$ cat src/core/tcd_regs.vh
// constants shared by the two-channel cycle-steal transfer engine
//
// What this block does
// - two channels steal single bus cycles
// - transfers ignore and never touch interrupts
// - request from software bit or peripheral
// - pin edges, peripherals or software select request
// - enabled channel transfers once per request
// - fast requests may yield fewer transfers
// - forward-to-fixed, fixed-to-forward, fixed-to-fixed addressing
// - never access own control region 20h-3Fh
// - one run covers up to 64K units
// - channel zero first on simultaneous requests
// - unit is byte or word
// - single mode underflow clears enable
// - repeat mode underflow reloads counter
// - underflow raises channel interrupt request
// - reload loads forward pointer and counter
// - fixed pointers writable only while disabled
// - forward register reads working pointer while enabled
// - source reads then destination writes
// - odd word on wide bus doubles cycles
// - byte pin high splits words in two in expansion mode
// - slow areas add one bus clock
// - first transfer after enabling reloads state
// - rewriting enable restarts the channel
// - request bit: hardware set, start or software clear
// - cpu gets one access between channels
`ifndef TCD_REGS_VH
`define TCD_REGS_VH

// register indices inside one channel
`define TCD_IDX_SRC     3'h0
`define TCD_IDX_DST     3'h1
`define TCD_IDX_RELOAD  3'h2
`define TCD_IDX_COUNT   3'h3
`define TCD_IDX_CTRL    3'h4
`define TCD_IDX_SEL     3'h5

// control register field positions
`define TCD_CTRL_EN     0
`define TCD_CTRL_RPT    1
`define TCD_CTRL_U16    2
`define TCD_CTRL_SFWD   3
`define TCD_CTRL_DFWD   4
`define TCD_CTRL_SWREQ  5
`define TCD_CTRL_REQ    6

// reset values
`define TCD_RST_ADDR    20'h00000
`define TCD_RST_CNT     16'h0000
`define TCD_RST_SEL     5'h00

// request source codes; peripheral k is code TCD_SEL_PERIPH + k
`define TCD_SEL_SW      5'h00
`define TCD_SEL_A_FALL  5'h01
`define TCD_SEL_A_BOTH  5'h02
`define TCD_SEL_B_FALL  5'h03
`define TCD_SEL_B_BOTH  5'h04
`define TCD_SEL_PERIPH  5'h05
`define TCD_NPERIPH     20

// address map facts
`define TCD_PROT_LO     20'h00020
`define TCD_PROT_HI     20'h0003F
`define TCD_SFR_HI      20'h003FF

// extra bus clocks on slow areas
`define TCD_SLOW_WAIT   1'b1

`endif

$ cat src/core/tcd_req.v
// request source selection and pin edge detection for one channel
`timescale 1ns/1ps
module tcd_req (
	input  wire        clock,      // bus clock
	input  wire        srst,       // synchronous reset
	input  wire        pin_a,      // synchronised pin a
	input  wire        pin_b,      // synchronised pin b
	input  wire [19:0] periph,     // peripheral request pulses
	input  wire [4:0]  sel,        // selected source
	output reg         trig        // one-cycle request event
);
`include "tcd_regs.vh"

	reg        last_a;             // pin a one clock ago
	reg        last_b;             // pin b one clock ago
	reg  [4:0] pidx;               // peripheral index
	wire       fall_a = last_a & ~pin_a;
	wire       fall_b = last_b & ~pin_b;
	wire       both_a = last_a ^ pin_a;
	wire       both_b = last_b ^ pin_b;

	// edge history
	always @(posedge clock) begin
		if (srst) begin
			last_a <= 1'b1;
			last_b <= 1'b1;
		end else begin
			last_a <= pin_a;
			last_b <= pin_b;
		end
	end

	always @* begin
		pidx = sel - `TCD_SEL_PERIPH;
		trig = 1'b0;
		case (sel)
			`TCD_SEL_SW:     trig = 1'b0;   // only the software bit
			`TCD_SEL_A_FALL: trig = fall_a;
			`TCD_SEL_A_BOTH: trig = both_a;
			`TCD_SEL_B_FALL: trig = fall_b;
			`TCD_SEL_B_BOTH: trig = both_b;
			default: begin
				// out-of-range codes never fire
				if (pidx < `TCD_NPERIPH)
					trig = periph[pidx];
			end
		endcase
	end
endmodule // tcd_req

$ cat src/core/tcd_chan.v
// one transfer channel: pointers, counter, enable and request flag
`timescale 1ns/1ps
module tcd_chan (
	input  wire        clock,      // bus clock
	input  wire        srst,       // synchronous reset
	input  wire        wr,         // register write strobe
	input  wire [2:0]  idx,        // register index
	input  wire [19:0] wdata,      // write data
	input  wire        trig,       // selected request event
	input  wire        start,      // transfer begins now
	input  wire        done,       // transfer finished now
	input  wire [2:0]  rd_idx,     // readback index
	output wire        pend,       // enabled with request
	output wire [19:0] src_addr,   // source of next transfer
	output wire [19:0] dst_addr,   // destination of next transfer
	output wire        unit16,     // word unit
	output wire        enable,     // channel active
	output wire        req_flag,   // pending request
	output wire [4:0]  sel,        // request source select
	output reg         irq,        // underflow pulse
	output reg  [19:0] rd_val      // readback value
);
`include "tcd_regs.vh"

	reg  [19:0] src;               // source pointer
	reg  [19:0] dst;               // destination pointer
	reg  [15:0] rld;               // counter reload
	reg  [15:0] cnt;               // transfer counter
	reg  [19:0] wptr;              // working forward pointer
	reg  [6:0]  ctrl;              // control bits
	reg  [4:0]  srcsel;            // request source
	reg         req;               // pending request
	reg         fresh;             // reload due on next start
	wire        en    = ctrl[`TCD_CTRL_EN];
	wire        sfwd  = ctrl[`TCD_CTRL_SFWD];
	wire        dfwd  = ctrl[`TCD_CTRL_DFWD] & ~sfwd;
	wire [19:0] fwd   = sfwd ? src : dst;
	wire [19:0] cur   = fresh ? fwd : wptr;
	wire [19:0] step  = ctrl[`TCD_CTRL_U16] ? 20'h00002 : 20'h00001;
	wire        wctl  = wr & (idx == `TCD_IDX_CTRL);
	wire        swreq = wctl & wdata[`TCD_CTRL_SWREQ];

	// forward side walks, fixed side stays
	assign src_addr = sfwd ? cur : src;
	assign dst_addr = dfwd ? cur : dst;
	assign unit16   = ctrl[`TCD_CTRL_U16];
	assign enable   = en;
	assign req_flag = req;
	assign sel      = srcsel;
	// only an enabled channel asks for the bus
	assign pend     = en & req;

	// registers and transfer bookkeeping
	always @(posedge clock) begin
		if (srst) begin
			src    <= `TCD_RST_ADDR;
			dst    <= `TCD_RST_ADDR;
			rld    <= `TCD_RST_CNT;
			cnt    <= `TCD_RST_CNT;
			wptr   <= `TCD_RST_ADDR;
			ctrl   <= 7'h00;
			srcsel <= `TCD_RST_SEL;
			req    <= 1'b0;
			fresh  <= 1'b0;
			irq    <= 1'b0;
		end else begin
			irq <= 1'b0;
			if (wr && idx == `TCD_IDX_SRC && (sfwd || !en))
				src <= wdata;
			if (wr && idx == `TCD_IDX_DST && (dfwd || !en))
				dst <= wdata;
			if (wr && idx == `TCD_IDX_RELOAD)
				rld <= wdata[15:0];
			if (wr && idx == `TCD_IDX_SEL)
				srcsel <= wdata[4:0];
			// reload on first start after enabling
			if (start && fresh) begin
				wptr  <= fwd;
				cnt   <= rld;
				fresh <= 1'b0;
			end
			if (done) begin
				if (cnt == 16'h0000) begin
					irq <= 1'b1;
					if (ctrl[`TCD_CTRL_RPT]) begin
						cnt  <= rld;
						wptr <= fwd;
					end else begin
						ctrl[`TCD_CTRL_EN] <= 1'b0;
					end
				end else begin
					cnt  <= cnt - 16'h0001;
					wptr <= wptr + step;
				end
			end
			// software write wins over the underflow stop
			if (wctl) begin
				ctrl[4:0] <= wdata[4:0];
				// writing one restarts from initial state
				if (wdata[`TCD_CTRL_EN])
					fresh <= 1'b1;
			end
			// clear by start or software, set wins
			if (start || (wctl && !wdata[`TCD_CTRL_REQ]))
				req <= 1'b0;
			if (trig || swreq)
				req <= 1'b1;
		end
	end

	// readback, forward register shows working pointer
	always @* begin
		rd_val = 20'h00000;
		case (rd_idx)
			`TCD_IDX_SRC:    rd_val = (en && sfwd) ? cur : src;
			`TCD_IDX_DST:    rd_val = (en && dfwd) ? cur : dst;
			`TCD_IDX_RELOAD: rd_val = {4'h0, rld};
			`TCD_IDX_COUNT:  rd_val = {4'h0, cnt};
			`TCD_IDX_CTRL:   rd_val = {13'h0000, req, 1'b0, ctrl[4:0]};
			`TCD_IDX_SEL:    rd_val = {15'h0000, srcsel};
			default:         rd_val = 20'h00000;
		endcase
	end
endmodule // tcd_chan

$ cat src/core/tcd_top.v
// two-channel cycle-steal transfer engine: arbiter and bus sequencer
`timescale 1ns/1ps
module tcd_top (
	input  wire        clock,          // 25 MHz bus clock
	input  wire        srst,           // synchronous reset
	input  wire        ext_irq_pin_a,  // external request pin a
	input  wire        ext_irq_pin_b,  // external request pin b
	input  wire        byte_pin,       // external bus width pin
	input  wire        exp_mode,       // expansion or processor mode
	input  wire        sw_wait,        // software wait enabled
	input  wire [19:0] periph_irq,     // peripheral request pulses
	input  wire        reg_wr,         // register write strobe
	input  wire        reg_ch,         // channel of register access
	input  wire [2:0]  reg_idx,        // register index of write
	input  wire [19:0] reg_wdata,      // register write data
	input  wire [2:0]  rd_idx,         // register index of read
	input  wire        rd_ch,          // channel of read
	input  wire [15:0] mem_rdata,      // bus read data
	output reg  [19:0] rd_data,        // register read data
	output reg         bus_own,        // engine holds the bus
	output reg  [19:0] mem_addr,       // bus address
	output reg         mem_rd,         // bus read strobe
	output reg         mem_wr,         // bus write strobe
	output reg         mem_word,       // 16-bit access
	output reg  [15:0] mem_wdata,      // bus write data
	output reg  [1:0]  dma_irq,        // underflow pulses
	output reg  [1:0]  ch_active,      // enable bits
	output reg  [1:0]  ch_req          // request bits
);
`include "tcd_regs.vh"

	// sequencer states, one-hot
	localparam ST_IDLE = 4'b0001;     // waiting for a request
	localparam ST_RD   = 4'b0010;     // source read cycles
	localparam ST_WR   = 4'b0100;     // destination write cycles
	localparam ST_GAP  = 4'b1000;     // one access for the cpu

	reg  [3:0]  state;                // sequencer state
	reg         cur;                  // channel being served
	reg  [19:0] sa;                   // latched source
	reg  [19:0] da;                   // latched destination
	reg         u16;                  // latched unit size
	reg         beat;                 // second half of a split unit
	reg         wt;                   // wait clock taken
	reg  [15:0] dbuf;                 // data in flight
	reg  [1:0]  start;                // start pulses to channels
	reg  [1:0]  done;                 // done pulses to channels

	// two-flop synchronisers for pins
	reg         a_s1;                 // pin a first stage
	reg         a_s2;                 // pin a second stage
	reg         b_s1;                 // pin b first stage
	reg         b_s2;                 // pin b second stage
	reg         w_s1;                 // width pin first stage
	reg         w_s2;                 // width pin second stage

	wire [1:0]  pend;                 // channel wants the bus
	wire [19:0] sad0;                 // channel zero source
	wire [19:0] sad1;                 // channel one source
	wire [19:0] dad0;                 // channel zero destination
	wire [19:0] dad1;                 // channel one destination
	wire [1:0]  uw;                   // word units per channel
	wire [1:0]  en;                   // enable bits
	wire [1:0]  rq;                   // request bits
	wire [4:0]  sel0;                 // source select zero
	wire [4:0]  sel1;                 // source select one
	wire [1:0]  trig;                 // selected request events
	wire [1:0]  irq;                  // underflow pulses
	wire [19:0] rv0;                  // readback zero
	wire [19:0] rv1;                  // readback one

	// narrow bus only outside single-chip mode
	wire        narrow = w_s2 & exp_mode;

	// own control region is never touched
	function prot;
		input [19:0] a;
		begin
			prot = (a >= `TCD_PROT_LO) && (a <= `TCD_PROT_HI);
		end
	endfunction

	// special function area, or any address while software wait is on, is slow
	function slow;
		input [19:0] a;
		begin
			slow = (a <= `TCD_SFR_HI) | sw_wait;
		end
	endfunction

	// word splits on odd address or narrow bus
	function split;
		input [19:0] a;
		input        w;
		begin
			split = w & (a[0] | narrow);
		end
	endfunction

	// pin synchronisers; only stage two feeds logic
	always @(posedge clock) begin
		if (srst) begin
			a_s1 <= 1'b1;
			a_s2 <= 1'b1;
			b_s1 <= 1'b1;
			b_s2 <= 1'b1;
			w_s1 <= 1'b0;
			w_s2 <= 1'b0;
		end else begin
			a_s1 <= ext_irq_pin_a;
			a_s2 <= a_s1;
			b_s1 <= ext_irq_pin_b;
			b_s2 <= b_s1;
			w_s1 <= byte_pin;
			w_s2 <= w_s1;
		end
	end

	tcd_req u_req0 (
		.clock  (clock),
		.srst   (srst),
		.pin_a  (a_s2),
		.pin_b  (b_s2),
		.periph (periph_irq),
		.sel    (sel0),
		.trig   (trig[0])
	);

	tcd_req u_req1 (
		.clock  (clock),
		.srst   (srst),
		.pin_a  (a_s2),
		.pin_b  (b_s2),
		.periph (periph_irq),
		.sel    (sel1),
		.trig   (trig[1])
	);

	// channel_zero registers
	tcd_chan u_channel_zero (
		.clock    (clock),
		.srst     (srst),
		.wr       (reg_wr & ~reg_ch),
		.idx      (reg_idx),
		.wdata    (reg_wdata),
		.trig     (trig[0]),
		.start    (start[0]),
		.done     (done[0]),
		.rd_idx   (rd_idx),
		.pend     (pend[0]),
		.src_addr (sad0),
		.dst_addr (dad0),
		.unit16   (uw[0]),
		.enable   (en[0]),
		.req_flag (rq[0]),
		.sel      (sel0),
		.irq      (irq[0]),
		.rd_val   (rv0)
	);

	// channel_one registers
	tcd_chan u_channel_one (
		.clock    (clock),
		.srst     (srst),
		.wr       (reg_wr & reg_ch),
		.idx      (reg_idx),
		.wdata    (reg_wdata),
		.trig     (trig[1]),
		.start    (start[1]),
		.done     (done[1]),
		.rd_idx   (rd_idx),
		.pend     (pend[1]),
		.src_addr (sad1),
		.dst_addr (dad1),
		.unit16   (uw[1]),
		.enable   (en[1]),
		.req_flag (rq[1]),
		.sel      (sel1),
		.irq      (irq[1]),
		.rd_val   (rv1)
	);

	// status mirrors, registered so outputs come from flops
	always @(posedge clock) begin
		if (srst) begin
			rd_data   <= 20'h00000;
			dma_irq   <= 2'b00;
			ch_active <= 2'b00;
			ch_req    <= 2'b00;
		end else begin
			rd_data   <= rd_ch ? rv1 : rv0;
			dma_irq   <= irq;
			ch_active <= en;
			ch_req    <= rq;
		end
	end

	// start pulses are combinational so the channel sees them at once
	always @* begin
		start = 2'b00;
		if (state == ST_IDLE) begin
			if (pend[0])
				start = 2'b01;
			else if (pend[1])
				start = 2'b10;
		end
	end

	// bus sequencer: steal one unit, read then write
	// no interrupt state is read or written here
	always @(posedge clock) begin
		if (srst) begin
			state     <= ST_IDLE;
			cur       <= 1'b0;
			sa        <= 20'h00000;
			da        <= 20'h00000;
			u16       <= 1'b0;
			beat      <= 1'b0;
			wt        <= 1'b0;
			dbuf      <= 16'h0000;
			done      <= 2'b00;
			bus_own   <= 1'b0;
			mem_addr  <= 20'h00000;
			mem_rd    <= 1'b0;
			mem_wr    <= 1'b0;
			mem_word  <= 1'b0;
			mem_wdata <= 16'h0000;
		end else begin
			done <= 2'b00;
			case (state)
				ST_IDLE: begin
					if (start != 2'b00) begin
						// latch the unit and drive the first read
						cur      <= start[1];
						sa       <= start[1] ? sad1 : sad0;
						da       <= start[1] ? dad1 : dad0;
						u16      <= start[1] ? uw[1] : uw[0];
						beat     <= 1'b0;
						wt       <= 1'b0;
						dbuf     <= 16'h0000;
						bus_own  <= 1'b1;
						mem_addr <= start[1] ? sad1 : sad0;
						mem_rd   <= ~prot(start[1] ? sad1 : sad0);
						mem_word <= ~split(start[1] ? sad1 : sad0,
						                   start[1] ? uw[1] : uw[0])
						            & (start[1] ? uw[1] : uw[0]);
						state    <= ST_RD;
					end
				end
				ST_RD: begin
					// one extra clock on slow areas
					if (slow(mem_addr) && !wt) begin
						wt <= `TCD_SLOW_WAIT;
					end else begin
						wt <= 1'b0;
						// protected reads return zero
						if (!split(sa, u16)) begin
							dbuf <= prot(mem_addr) ? 16'h0000 :
							        (u16 ? mem_rdata : {8'h00, mem_rdata[7:0]});
						end else if (!beat) begin
							dbuf[7:0] <= prot(mem_addr) ? 8'h00 : mem_rdata[7:0];
						end else begin
							dbuf[15:8] <= prot(mem_addr) ? 8'h00 : mem_rdata[7:0];
						end
						if (split(sa, u16) && !beat) begin
							// second byte of a split word read
							beat     <= 1'b1;
							mem_addr <= sa + 20'h00001;
							mem_rd   <= ~prot(sa + 20'h00001);
						end else begin
							// hand over to the destination write
							beat      <= 1'b0;
							mem_rd    <= 1'b0;
							mem_addr  <= da;
							mem_wr    <= ~prot(da);
							mem_word  <= u16 & ~split(da, u16);
							state     <= ST_WR;
							if (!split(sa, u16))
								mem_wdata <= prot(mem_addr) ? 16'h0000 :
								             (u16 ? mem_rdata :
								              {8'h00, mem_rdata[7:0]});
							else
								mem_wdata <= {prot(mem_addr) ? 8'h00 : mem_rdata[7:0],
								              dbuf[7:0]};
						end
					end
				end
				ST_WR: begin
					if (slow(mem_addr) && !wt) begin
						wt <= `TCD_SLOW_WAIT;
					end else begin
						wt <= 1'b0;
						if (split(da, u16) && !beat) begin
							// high byte travels in the low lane
							beat      <= 1'b1;
							mem_addr  <= da + 20'h00001;
							mem_wr    <= ~prot(da + 20'h00001);
							mem_wdata <= {8'h00, mem_wdata[15:8]};
						end else begin
							// unit complete, release the bus
							beat     <= 1'b0;
							mem_wr   <= 1'b0;
							mem_word <= 1'b0;
							bus_own  <= 1'b0;
							done     <= cur ? 2'b10 : 2'b01;
							state    <= ST_GAP;
						end
					end
				end
				ST_GAP: begin
					// cpu gets one access before the next steal
					state <= ST_IDLE;
				end
				default: begin
					state   <= ST_IDLE;
					bus_own <= 1'b0;
					mem_rd  <= 1'b0;
					mem_wr  <= 1'b0;
				end
			endcase
		end
	end
endmodule // tcd_top

$ cat config.mk
export PLATFORM = sky130hd
export DESIGN_NAME = tcd_top
export DESIGN_NICKNAME = d
export VERILOG_FILES = /design/src/core/tcd_req.v /design/src/core/tcd_chan.v /design/src/core/tcd_top.v
export VERILOG_INCLUDE_DIRS = /design/src /design/src/core
export SDC_FILE = /design/constraint.sdc
export NUM_CORES = 1
export LEC_CHECK = 0
export BUFFER_PORTS_ARGS = -buffer_cell sky130_fd_sc_hd__buf_2
export CAP_MARGIN = 20
export CORE_ASPECT_RATIO = 1.2
export CORE_MARGIN = 2
export CORE_UTILIZATION = 50
export DETAILED_ROUTE_END_ITERATION = 12
export PLACE_DENSITY_LB_ADDON = 0.08
export SETUP_SLACK_MARGIN = 0.1
export SLEW_MARGIN = 20
export SYNTH_ARGS = -nofsm -noshare
export SYNTH_HDL_FRONTEND = slang
export SYNTH_SLANG_ARGS = --single-unit
$ cat constraint.sdc
create_clock -name clock -period 2.55 [get_ports clock]
set_input_delay 0.1275 -clock clock [delete_from_list [all_inputs] [get_ports clock]]
set_output_delay 0.1275 -clock clock [all_outputs]
set_load 0.03 [all_outputs]
==> results of run 1 <==
routing by layer:
metal / global-route usage, % / part of all wire [%]
met5: 0 / 0.010
met4: 22.2 / 7.0
met3: 5.68 / 7.7
met2: 62.4 / 47
met1: 47.4 / 39
power by group:
part	switching (W)	leakage [nW]	internal, W
logic	0.000541	6.51	0.000284
registers	0.0000412	2.76	0.00539
clock network	0.00244	0.645	0.00353
area by class of cell:
cell class,count,area [um^2]
clock inverters,10,133
fillers,3703,15400
clock buffers,59,1190
repair buffers,436,3340
well taps,546,683
diodes,2,5.00
inverters,43,161
flip-flops and latches,342,6860
multi-input cells,2030,13800
Yosys cell counts (5+ instances only):
cell type,count,area [um^2]
sky130_fd_sc_hd__o211ai_1,17,128
sky130_fd_sc_hd__inv_1,43,161
sky130_fd_sc_hd__a221oi_1,64,561
sky130_fd_sc_hd__nand3_1,94,470
sky130_fd_sc_hd__o221a_2,5,56.3
sky130_fd_sc_hd__and3_1,25,156
sky130_fd_sc_hd__nor2b_1,31,194
sky130_fd_sc_hd__clkbuf_1,207,777
sky130_fd_sc_hd__dfxtp_1,342,6850
sky130_fd_sc_hd__or3_1,9,56.3
sky130_fd_sc_hd__nor4b_1,6,52.6
sky130_fd_sc_hd__o21bai_1,6,45.0
sky130_fd_sc_hd__and2_1,12,75.1
sky130_fd_sc_hd__a31oi_1,20,125
sky130_fd_sc_hd__ha_1,22,275
sky130_fd_sc_hd__a311oi_1,12,105
sky130_fd_sc_hd__xor2_1,30,263
sky130_fd_sc_hd__a21oi_1,209,1050
sky130_fd_sc_hd__or2_2,8,50.1
sky130_fd_sc_hd__nand2b_1,11,68.8
sky130_fd_sc_hd__nand2_1,295,1110
sky130_fd_sc_hd__nor3b_1,5,37.5
sky130_fd_sc_hd__buf_1,19,71.3
sky130_fd_sc_hd__xnor2_1,46,403
sky130_fd_sc_hd__and4_1,10,87.6
sky130_fd_sc_hd__nor4_1,22,138
sky130_fd_sc_hd__mux2i_1,295,2950
sky130_fd_sc_hd__o21ai_1,5,25.0
sky130_fd_sc_hd__o21ai_0,115,576
sky130_fd_sc_hd__o22ai_1,8,50.1
sky130_fd_sc_hd__mux4_2,12,270
sky130_fd_sc_hd__nor2_1,319,1200
sky130_fd_sc_hd__nor3_1,47,235
sky130_fd_sc_hd__a211oi_1,125,938
sky130_fd_sc_hd__a22oi_1,15,113
sky130_fd_sc_hd__nand3b_1,7,52.6
sky130_fd_sc_hd__or4_1,9,67.6
sky130_fd_sc_hd__o221ai_1,30,263
sky130_fd_sc_hd__nand4_1,20,125
sky130_fd_sc_hd__buf_2,21,105
sky130_fd_sc_hd__o31ai_1,5,37.5
repair_timing:
item	CTS	global route
hold buffers	36	0
endpoints found under the setup margin	30	99
pin swaps	9	42
resized for setup	17	154
cloned	4	5
hold endpoints to repair	75	0
buffers inserted	6	12
kinds of logic (layout without fill, tap and decap cells):
logic type | after synthesis | count (layout) | share of synthesized area [%]
AND/OR/NAND/NOR | 941 | 941 | 20.4
AO/OA/AOI/OAI | 676 | 679 | 21.2
adder cells (fa/ha/maj) | 24 | 24 | 1.51
buffers and inverters | 294 | 548 | 5.50
flip-flops | 342 | 342 | 32.7
other | 0 | 2 | 0
XOR/XNOR | 76 | 76 | 3.18
multiplexers | 310 | 310 | 15.5
worst reg2reg max path, stage by stage, from the launching register on:
cell and delay [ns]:
sky130_fd_sc_hd__dfxtp_2 0.32, sky130_fd_sc_hd__or4_4 0.55, sky130_fd_sc_hd__o41a_1 0.43, sky130_fd_sc_hd__or2_4 0.29, sky130_fd_sc_hd__buf_6 0.13, sky130_fd_sc_hd__o21ai_4 0.11
sky130_fd_sc_hd__buf_12 0.20, sky130_fd_sc_hd__nor3_2 0.07, sky130_fd_sc_hd__a21oi_1 0.16, sky130_fd_sc_hd__nor2_1 0.06
flip-flops by register name, indices dropped and copies added, names as in the netlist, 8 cells and up:
register,count
mem_addr,20
mem_wdata,16
u_channel_zero.cnt,16
u_channel_one.src,20
u_channel_zero.src,20
u_channel_one.cnt,16
u_channel_zero.dst,20
u_channel_one.dst,20
sa,20
u_channel_zero.wptr,20
u_channel_one.wptr,20
u_channel_zero.rld,16
u_channel_one.rld,16
da,20
rd_data,20
dbuf,8
how the worst min path moves through the flow:
stage                            endpoint  slack (ns)           from
floorplan                            a_s1        0.23  ext_irq_pin_a
global placement                     b_s1        0.32  ext_irq_pin_b
detailed placement                   b_s1        0.31  ext_irq_pin_b
CTS                 u_channel_one.rld[13]       0.003  reg_wdata[13]
global route        u_channel_one.rld[13]        0.02  reg_wdata[13]
finish              u_channel_one.rld[13]        0.04  reg_wdata[13]
per-stage QoR:
stage	power (W)	util (%)	cell area [um^2]
floorplan	0.00594	-	21000
global placement	0.00627	56.1	23300
detailed placement	0.00628	56.1	23300
CTS	0.0122	60.7	25200
global route	0.0125	62.9	26100
finish	0.0122	62.9	26100
==> summary.txt, run 1 <==
Status
  • Result of the run: complete, but fails checks
  • Failing checks: design-rule violations

Critical path
  • Top cell family by delay on the critical path: simple AND/OR/NAND/NOR gates
  • Worst EP arrival: 2.88 ns
  • Register-to-register path setup slack: just over 0.08 ns
  • Combined buffer and inverter count along the critical path: 2
  • Reg2reg path depth: 9
  • Critical Path Sink Type: flip-flop
  • Instance count on the critical path: 9
  • Kind of critical path: reg2reg
  • Slowest stage delay, CP: 0.55 ns
  • Critical Path Source: mem_addr[11]
  • Highest net fanout along the worst path: 8
  • Chain of cells forming the critical path: or4_4 > o41a_1 > or2_4 > buf_6 > o21ai_4 > buf_12 > nor3_2 > a21oi_1 > nor2_1
  • Library cell contributing the largest single delay on the critical path: sky130_fd_sc_hd__or4_4
  • Crit path required time: just under 3 ns
  • Reg2Reg Capture Point: mem_wdata[1]
  • Type of element launching the critical path: flip-flop
  • Worst flop-to-flop path startpoint: mem_addr[11]
  • Destination of the critical timing path: mem_wdata[1]

Synth
  • Sequential-to-total area share from yosys stat: 32.7%
  • Post-Synthesis Mean Instance Area: 7.87 um^2
  • Post-Synthesis Cells: around 2700
  • Post-synthesis register bit count: between 300 and 400
  • Total nets after synthesis: around 2800
  • Total standard cell area after synthesis: around 21000 um^2
  • Number of distinct standard cells referenced by the synthesized netlist: 75
  • Proportion of synthesized flip-flops having asynchronous set or reset: 0%
  • Post-synth top flop: sky130_fd_sc_hd__dfxtp_1
  • Number of enable-type register cells in the synthesized netlist: 0
  • Number of warnings issued by yosys: 0

Clocking
  • TritonCTS clock tree: done
  • Maximum number of buffers from clock root to sink: 3
  • Number of buffers created by CTS: 39
  • Register clock-pin slew on the reported worst setup and hold paths: roughly 0.060 ns
  • Htree depth: 2
  • Clock root buffer master: sky130_fd_sc_hd__clkbuf_16
  • Clock Sink Count: approximately 340
  • Clk_lat worst skew: around 0.57 ns

GRT
  • First-pass GRT wire length: around 130000 um
  • Maximum number of pins on one net before global-route repair: ~130
  • Via count of the first global-routing pass: a little over 20000
  • Initial antenna violation count: 1
  • Total gr overflow: 0
  • Total track usage: between 30% and 40%

Placement
  • Setup slack at placement: -0.291 ns
  • Placed Cells: about 3300
  • Count of port buffers added during placement: around 140
  • Gp weighted congestion: 0.972
  • HPWL Detailed: ~61000 um

Worst hold path
  • Hold crit path type: in2reg
  • WHS Path Cells: 3

Cells and area
  • Leading cell type in the layout, fill and taps excluded: sky130_fd_sc_hd__dfxtp_1
  • Commonest cells after routing, fill and taps aside: sky130_fd_sc_hd__dfxtp_1, sky130_fd_sc_hd__nor2_1, sky130_fd_sc_hd__nand2_1, sky130_fd_sc_hd__mux2i_1, sky130_fd_sc_hd__buf_4
  • Count of nets after finishing: between 2000 and 3000
  • Fraction of final layout cells with drive strength greater than 1: a little over a fifth
  • Area overhead of the layout relative to synthesis: 24.8%
  • Non-filler cells, final: approximately 3500

Power and ir drop
  • Leakage power: 9.92 nW
  • Pwr dens: 468 nW/um^2
  • Worst vdd rail ir drop: approximately 0.00045 V

Routing
  • Wirelength, routed: roughly 86000 um
  • Remaining DRCs: 2
  • Via density: around 6.4
  • DR pass1 iterations: 11
  • Total number of vias: ~22000
  • Avg WL per Cell: ~25 um
  • First DRT Iteration DRCs: just over 2000
  • Antenna-violating nets left: 0

Timing
  • Measured slew at the worst slew-check pin: roughly 1.1 ns
  • Minimum clock period after layout: ~2.5 ns
  • Final worst clock skew: around 0.023 ns
  • Count of endpoints failing hold in the final timing report: 0
  • Worst Hold Margin: ~0.039 ns
  • RSZ-0062 raised after global routing: yes
  • Final Setup Violations: 0
  • Share of the clock period used by the worst path: a little over nine tenths
  • Max_slew headroom: approximately 30%
  • Fmax: about 410 MHz
  • Fin. max-slew vios: 0
  • Final setup slack of the worst path: 0.0819 ns
  • Sum of negative setup slack: 0 ns

Floorplanning
  • Vertical extent of the die: 228 um
  • Initial cell density of the core: between 50% and 60%
  • Die outline area: 43600 um^2
  • Floorplan Core Area: about 42000 um^2
  • Number of placed I/O pins: roughly 140
  • DIE WIDTH: 191 um
  • Standard-cell row count: roughly 80

Job
  • Number of max-cap violations: 0
Power figures use the tool's default switching activity.
==> inputs of run 2 (changes only) <==
Settings changed: CORE_UTILIZATION 50 to 55.
==> run 2 against run 1 <==
The flow now finishes without violations. Wire length fell by 2.9%. Hold slack got worse by 0.029 ns. Total power fell by 1.4%. Sequential cell count did not move. Register-to-register slack barely moved. Combinational power barely moved. Die area fell by 8.9%. Sequential power barely moved. Global-route usage rose by 2.6 points. Via count rose by 0.57%. Final area fell by 3.1%. Critical path type unchanged. Largest cell class unchanged.
==> summary.txt, run 2 (synthesized netlist as in run 1, its figures left out) <==
Timing
  • Measured slew at the worst slew-check pin: 0.763 ns (-0.288 ns)
  • Fin. max-slew vios: 0 (unchanged)
  • Minimum clock period after layout: 2.47 ns (+0.00183 ns)
  • Final Setup Violations: 0 (unchanged)
  • Final worst clock skew: 0.0115 ns (-0.0117 ns)
  • Max_slew headroom: 49.1% (+19 points)
  • Worst Hold Margin: 0.00988 ns (-0.0291 ns)
  • Fmax: 405 MHz (about the same)
  • Share of the clock period used by the worst path: 96.9% (about the same)
  • Count of endpoints failing hold in the final timing report: 0 (unchanged)
  • RSZ-0062 raised after global routing: yes
  • Sum of negative setup slack: 0 ns (unchanged)

Floorplanning
  • Vertical extent of the die: 218 um (-4.6%)
  • DIE WIDTH: 182 um (-4.6%)
  • Floorplan Core Area: 37700 um^2 (-9.3%)
  • Die outline area: 39700 um^2 (-8.9%)
  • Number of placed I/O pins: 138 (unchanged)
  • Initial cell density of the core: 55.6% (+5.2 points)
  • Standard-cell row count: 78 (-4.9%)

Clocking
  • Clk_lat worst skew: 0.55 ns (-0.02 ns)
  • Clock root buffer master: sky130_fd_sc_hd__clkbuf_16
  • Htree depth: 2 (unchanged)
  • Maximum number of buffers from clock root to sink: 3 (unchanged)
  • Number of buffers created by CTS: 39 (unchanged)
  • TritonCTS clock tree: done
  • Register clock-pin slew on the reported worst setup and hold paths: 0.06 ns (about the same)
  • Clock Sink Count: 342 (unchanged)

Critical path
  • Top cell family by delay on the critical path: simple AND/OR/NAND/NOR gates
  • Kind of critical path: reg2reg
  • Highest net fanout along the worst path: 21 (+13)
  • Type of element launching the critical path: flip-flop
  • Reg2Reg Capture Point: mem_addr[3]
  • Slowest stage delay, CP: 0.57 ns (+0.02 ns)
  • Reg2reg path depth: 7 (-2)
  • Destination of the critical timing path: mem_addr[3]
  • Instance count on the critical path: 7 (-2)
  • Worst EP arrival: 2.87 ns (about the same)
  • Combined buffer and inverter count along the critical path: 1 (-1)
  • Crit path required time: 2.95 ns (-0.02 ns)
  • Worst flop-to-flop path startpoint: state[1]
  • Critical Path Sink Type: flip-flop
  • Library cell contributing the largest single delay on the critical path: sky130_fd_sc_hd__or4b_4
  • Chain of cells forming the critical path: or4b_4 > or3_4 > buf_12 > a211oi_1 > a21oi_1 > a221oi_2 > a211oi_2
  • Register-to-register path setup slack: 0.08 ns (about the same)
  • Critical Path Source: state[1]

Routing
  • DR pass1 iterations: 8 (-3)
  • Antenna-violating nets left: 0 (unchanged)
  • Via density: 6.60 (+3.7%)
  • Total number of vias: 22195 (+0.57%)
  • First DRT Iteration DRCs: 2708 (+32%)
  • Wirelength, routed: 83600 um (-2.9%)
  • Remaining DRCs: 0 (-2)
  • Avg WL per Cell: 24.9 um (+0.13%)

Cells and area
  • Final Cell Area: 25300 um^2 (-3.1%)
  • Fraction of final layout cells with drive strength greater than 1: 18.8% (-2.6 points)
  • Count of nets after finishing: 2954 (-1.1%)
  • ANT cells: 0 (-2)
  • Leading cell type in the layout, fill and taps excluded: sky130_fd_sc_hd__dfxtp_1
  • Final core occ: 67.2% (+4.3 points)
  • Non-filler cells, final: 3364 (-3.0%)
  • Commonest cells after routing, fill and taps aside: sky130_fd_sc_hd__dfxtp_1, sky130_fd_sc_hd__nor2_1, sky130_fd_sc_hd__nand2_1, sky130_fd_sc_hd__mux2i_1, sky130_fd_sc_hd__buf_4
  • Area overhead of the layout relative to synthesis: 20.9%

Worst hold path
  • Hold crit path type: in2reg

Status
  • Result of the run: finished, final reports clean

GRT
  • Maximum number of pins on one net before global-route repair: 67 (-47%)
  • Total track usage: 40.7% (+2.6 points)
  • Via count of the first global-routing pass: 20528 (-1.1%)
  • Total gr overflow: 0 (unchanged)
  • First-pass GRT wire length: 124000 um (-1.8%)
  • Initial antenna violation count: 2 (+1)

Power and ir drop
  • Net switching power: 0.00296 W (-2.1%)
  • Pwr dens: 476 nW/um^2 (+1.8%)
  • Part of the total power dissipated in combinational logic: 6.9% (about the same)
  • Worst vdd rail ir drop: 0.000480 V (+6.6%)
  • Relative contribution of sequential cells to total power: 45.1% (+0.7 points)
  • Switching part of the total: 24.5% (-0.18 points)
  • Internal portion of total power: 0.00910 W (-1.1%)
  • Clock Power Share: 48.1% (-0.7 points)
  • Leakage power: 9.62 nW (-3.0%)

Placement
  • Placed Cells: 3245 (-2.7%)
  • Gp weighted congestion: 0.985 (+1.4%)
  • Count of port buffers added during placement: 137 (unchanged)
  • HPWL Detailed: 59300 um (-3.5%)
  • Cell area after placement: 23100 um^2 (-0.99%)

Job
  • Number of max-cap violations: 0 (unchanged)
==> run 2: cell type report <==
cell class	count	area, um^2
clock buffer	53	1100
clock inverter	14	185
fill	3218	12300
inverter	43	161
multi-input combinational	2029	13400
sequential	342	6850
tap	480	601
timing repair buffer	403	3050
==> run 2: routing by layer <==
layer	track usage, %	vias to the layer above	part of all wire [%]
li1	-	10024	-
met1	50.4	10523	38
met2	66.2	1340	46
met3	5.56	306	8.7
met4	27.5	2	8.2
met5	0	-	0.011
==> run 2: worst min-delay path by stage <==
stage / cells past startpoint / endpoint / startpoint
global placement: 2 / b_s1 / ext_irq_pin_b
floorplan: 1 / a_s1 / ext_irq_pin_a
global route: 3 / u_channel_one.rld[11] / reg_wdata[11]
detailed placement: 2 / a_s1 / ext_irq_pin_a
CTS: 5 / mem_wdata[9] / mem_rdata[9]
finish: 5 / mem_wdata[14] / mem_rdata[14]
==> run 2: timing repair <==
item | in CTS | in global routing
pin swaps | 6 | 18
hold buffers | 35 | 0
buffers inserted | 2 | 8
gates cloned | 1 | 6
setup endpoints to repair | 34 | 91
gates resized for setup | 16 | 78
hold endpoints to repair | 79 | 0
==> run 2: per-stage QoR <==
stage	setup slack [ns]	power [W]
after floorplan	0.124	0.00594
after global placement	-0.0347	0.00629
after detailed placement	-0.0791	0.00629
after CTS	0.103	0.0120
after global routing	0.0269	0.0123
final	0.0801	0.0121
==> run 2: worst min-delay path, delay by kind of cell <==
kind            cells  cell delay (ns)
buf+inv             1             0.08
simple gates        2             0.20
compound gates      1             0.06
mux                 1             0.06
==> run 2: power groups by stage <==
stage	registers, W	clock network [W]	logic (W)
final	0.00543	0.00580	0.000827
after global routing	0.00543	0.00602	0.000856
after detailed placement	0.00555	0	0.000746
after global placement	0.00555	0	0.000737
after CTS	0.00543	0.00580	0.000790
after floorplan	0.00556	0	0.000378
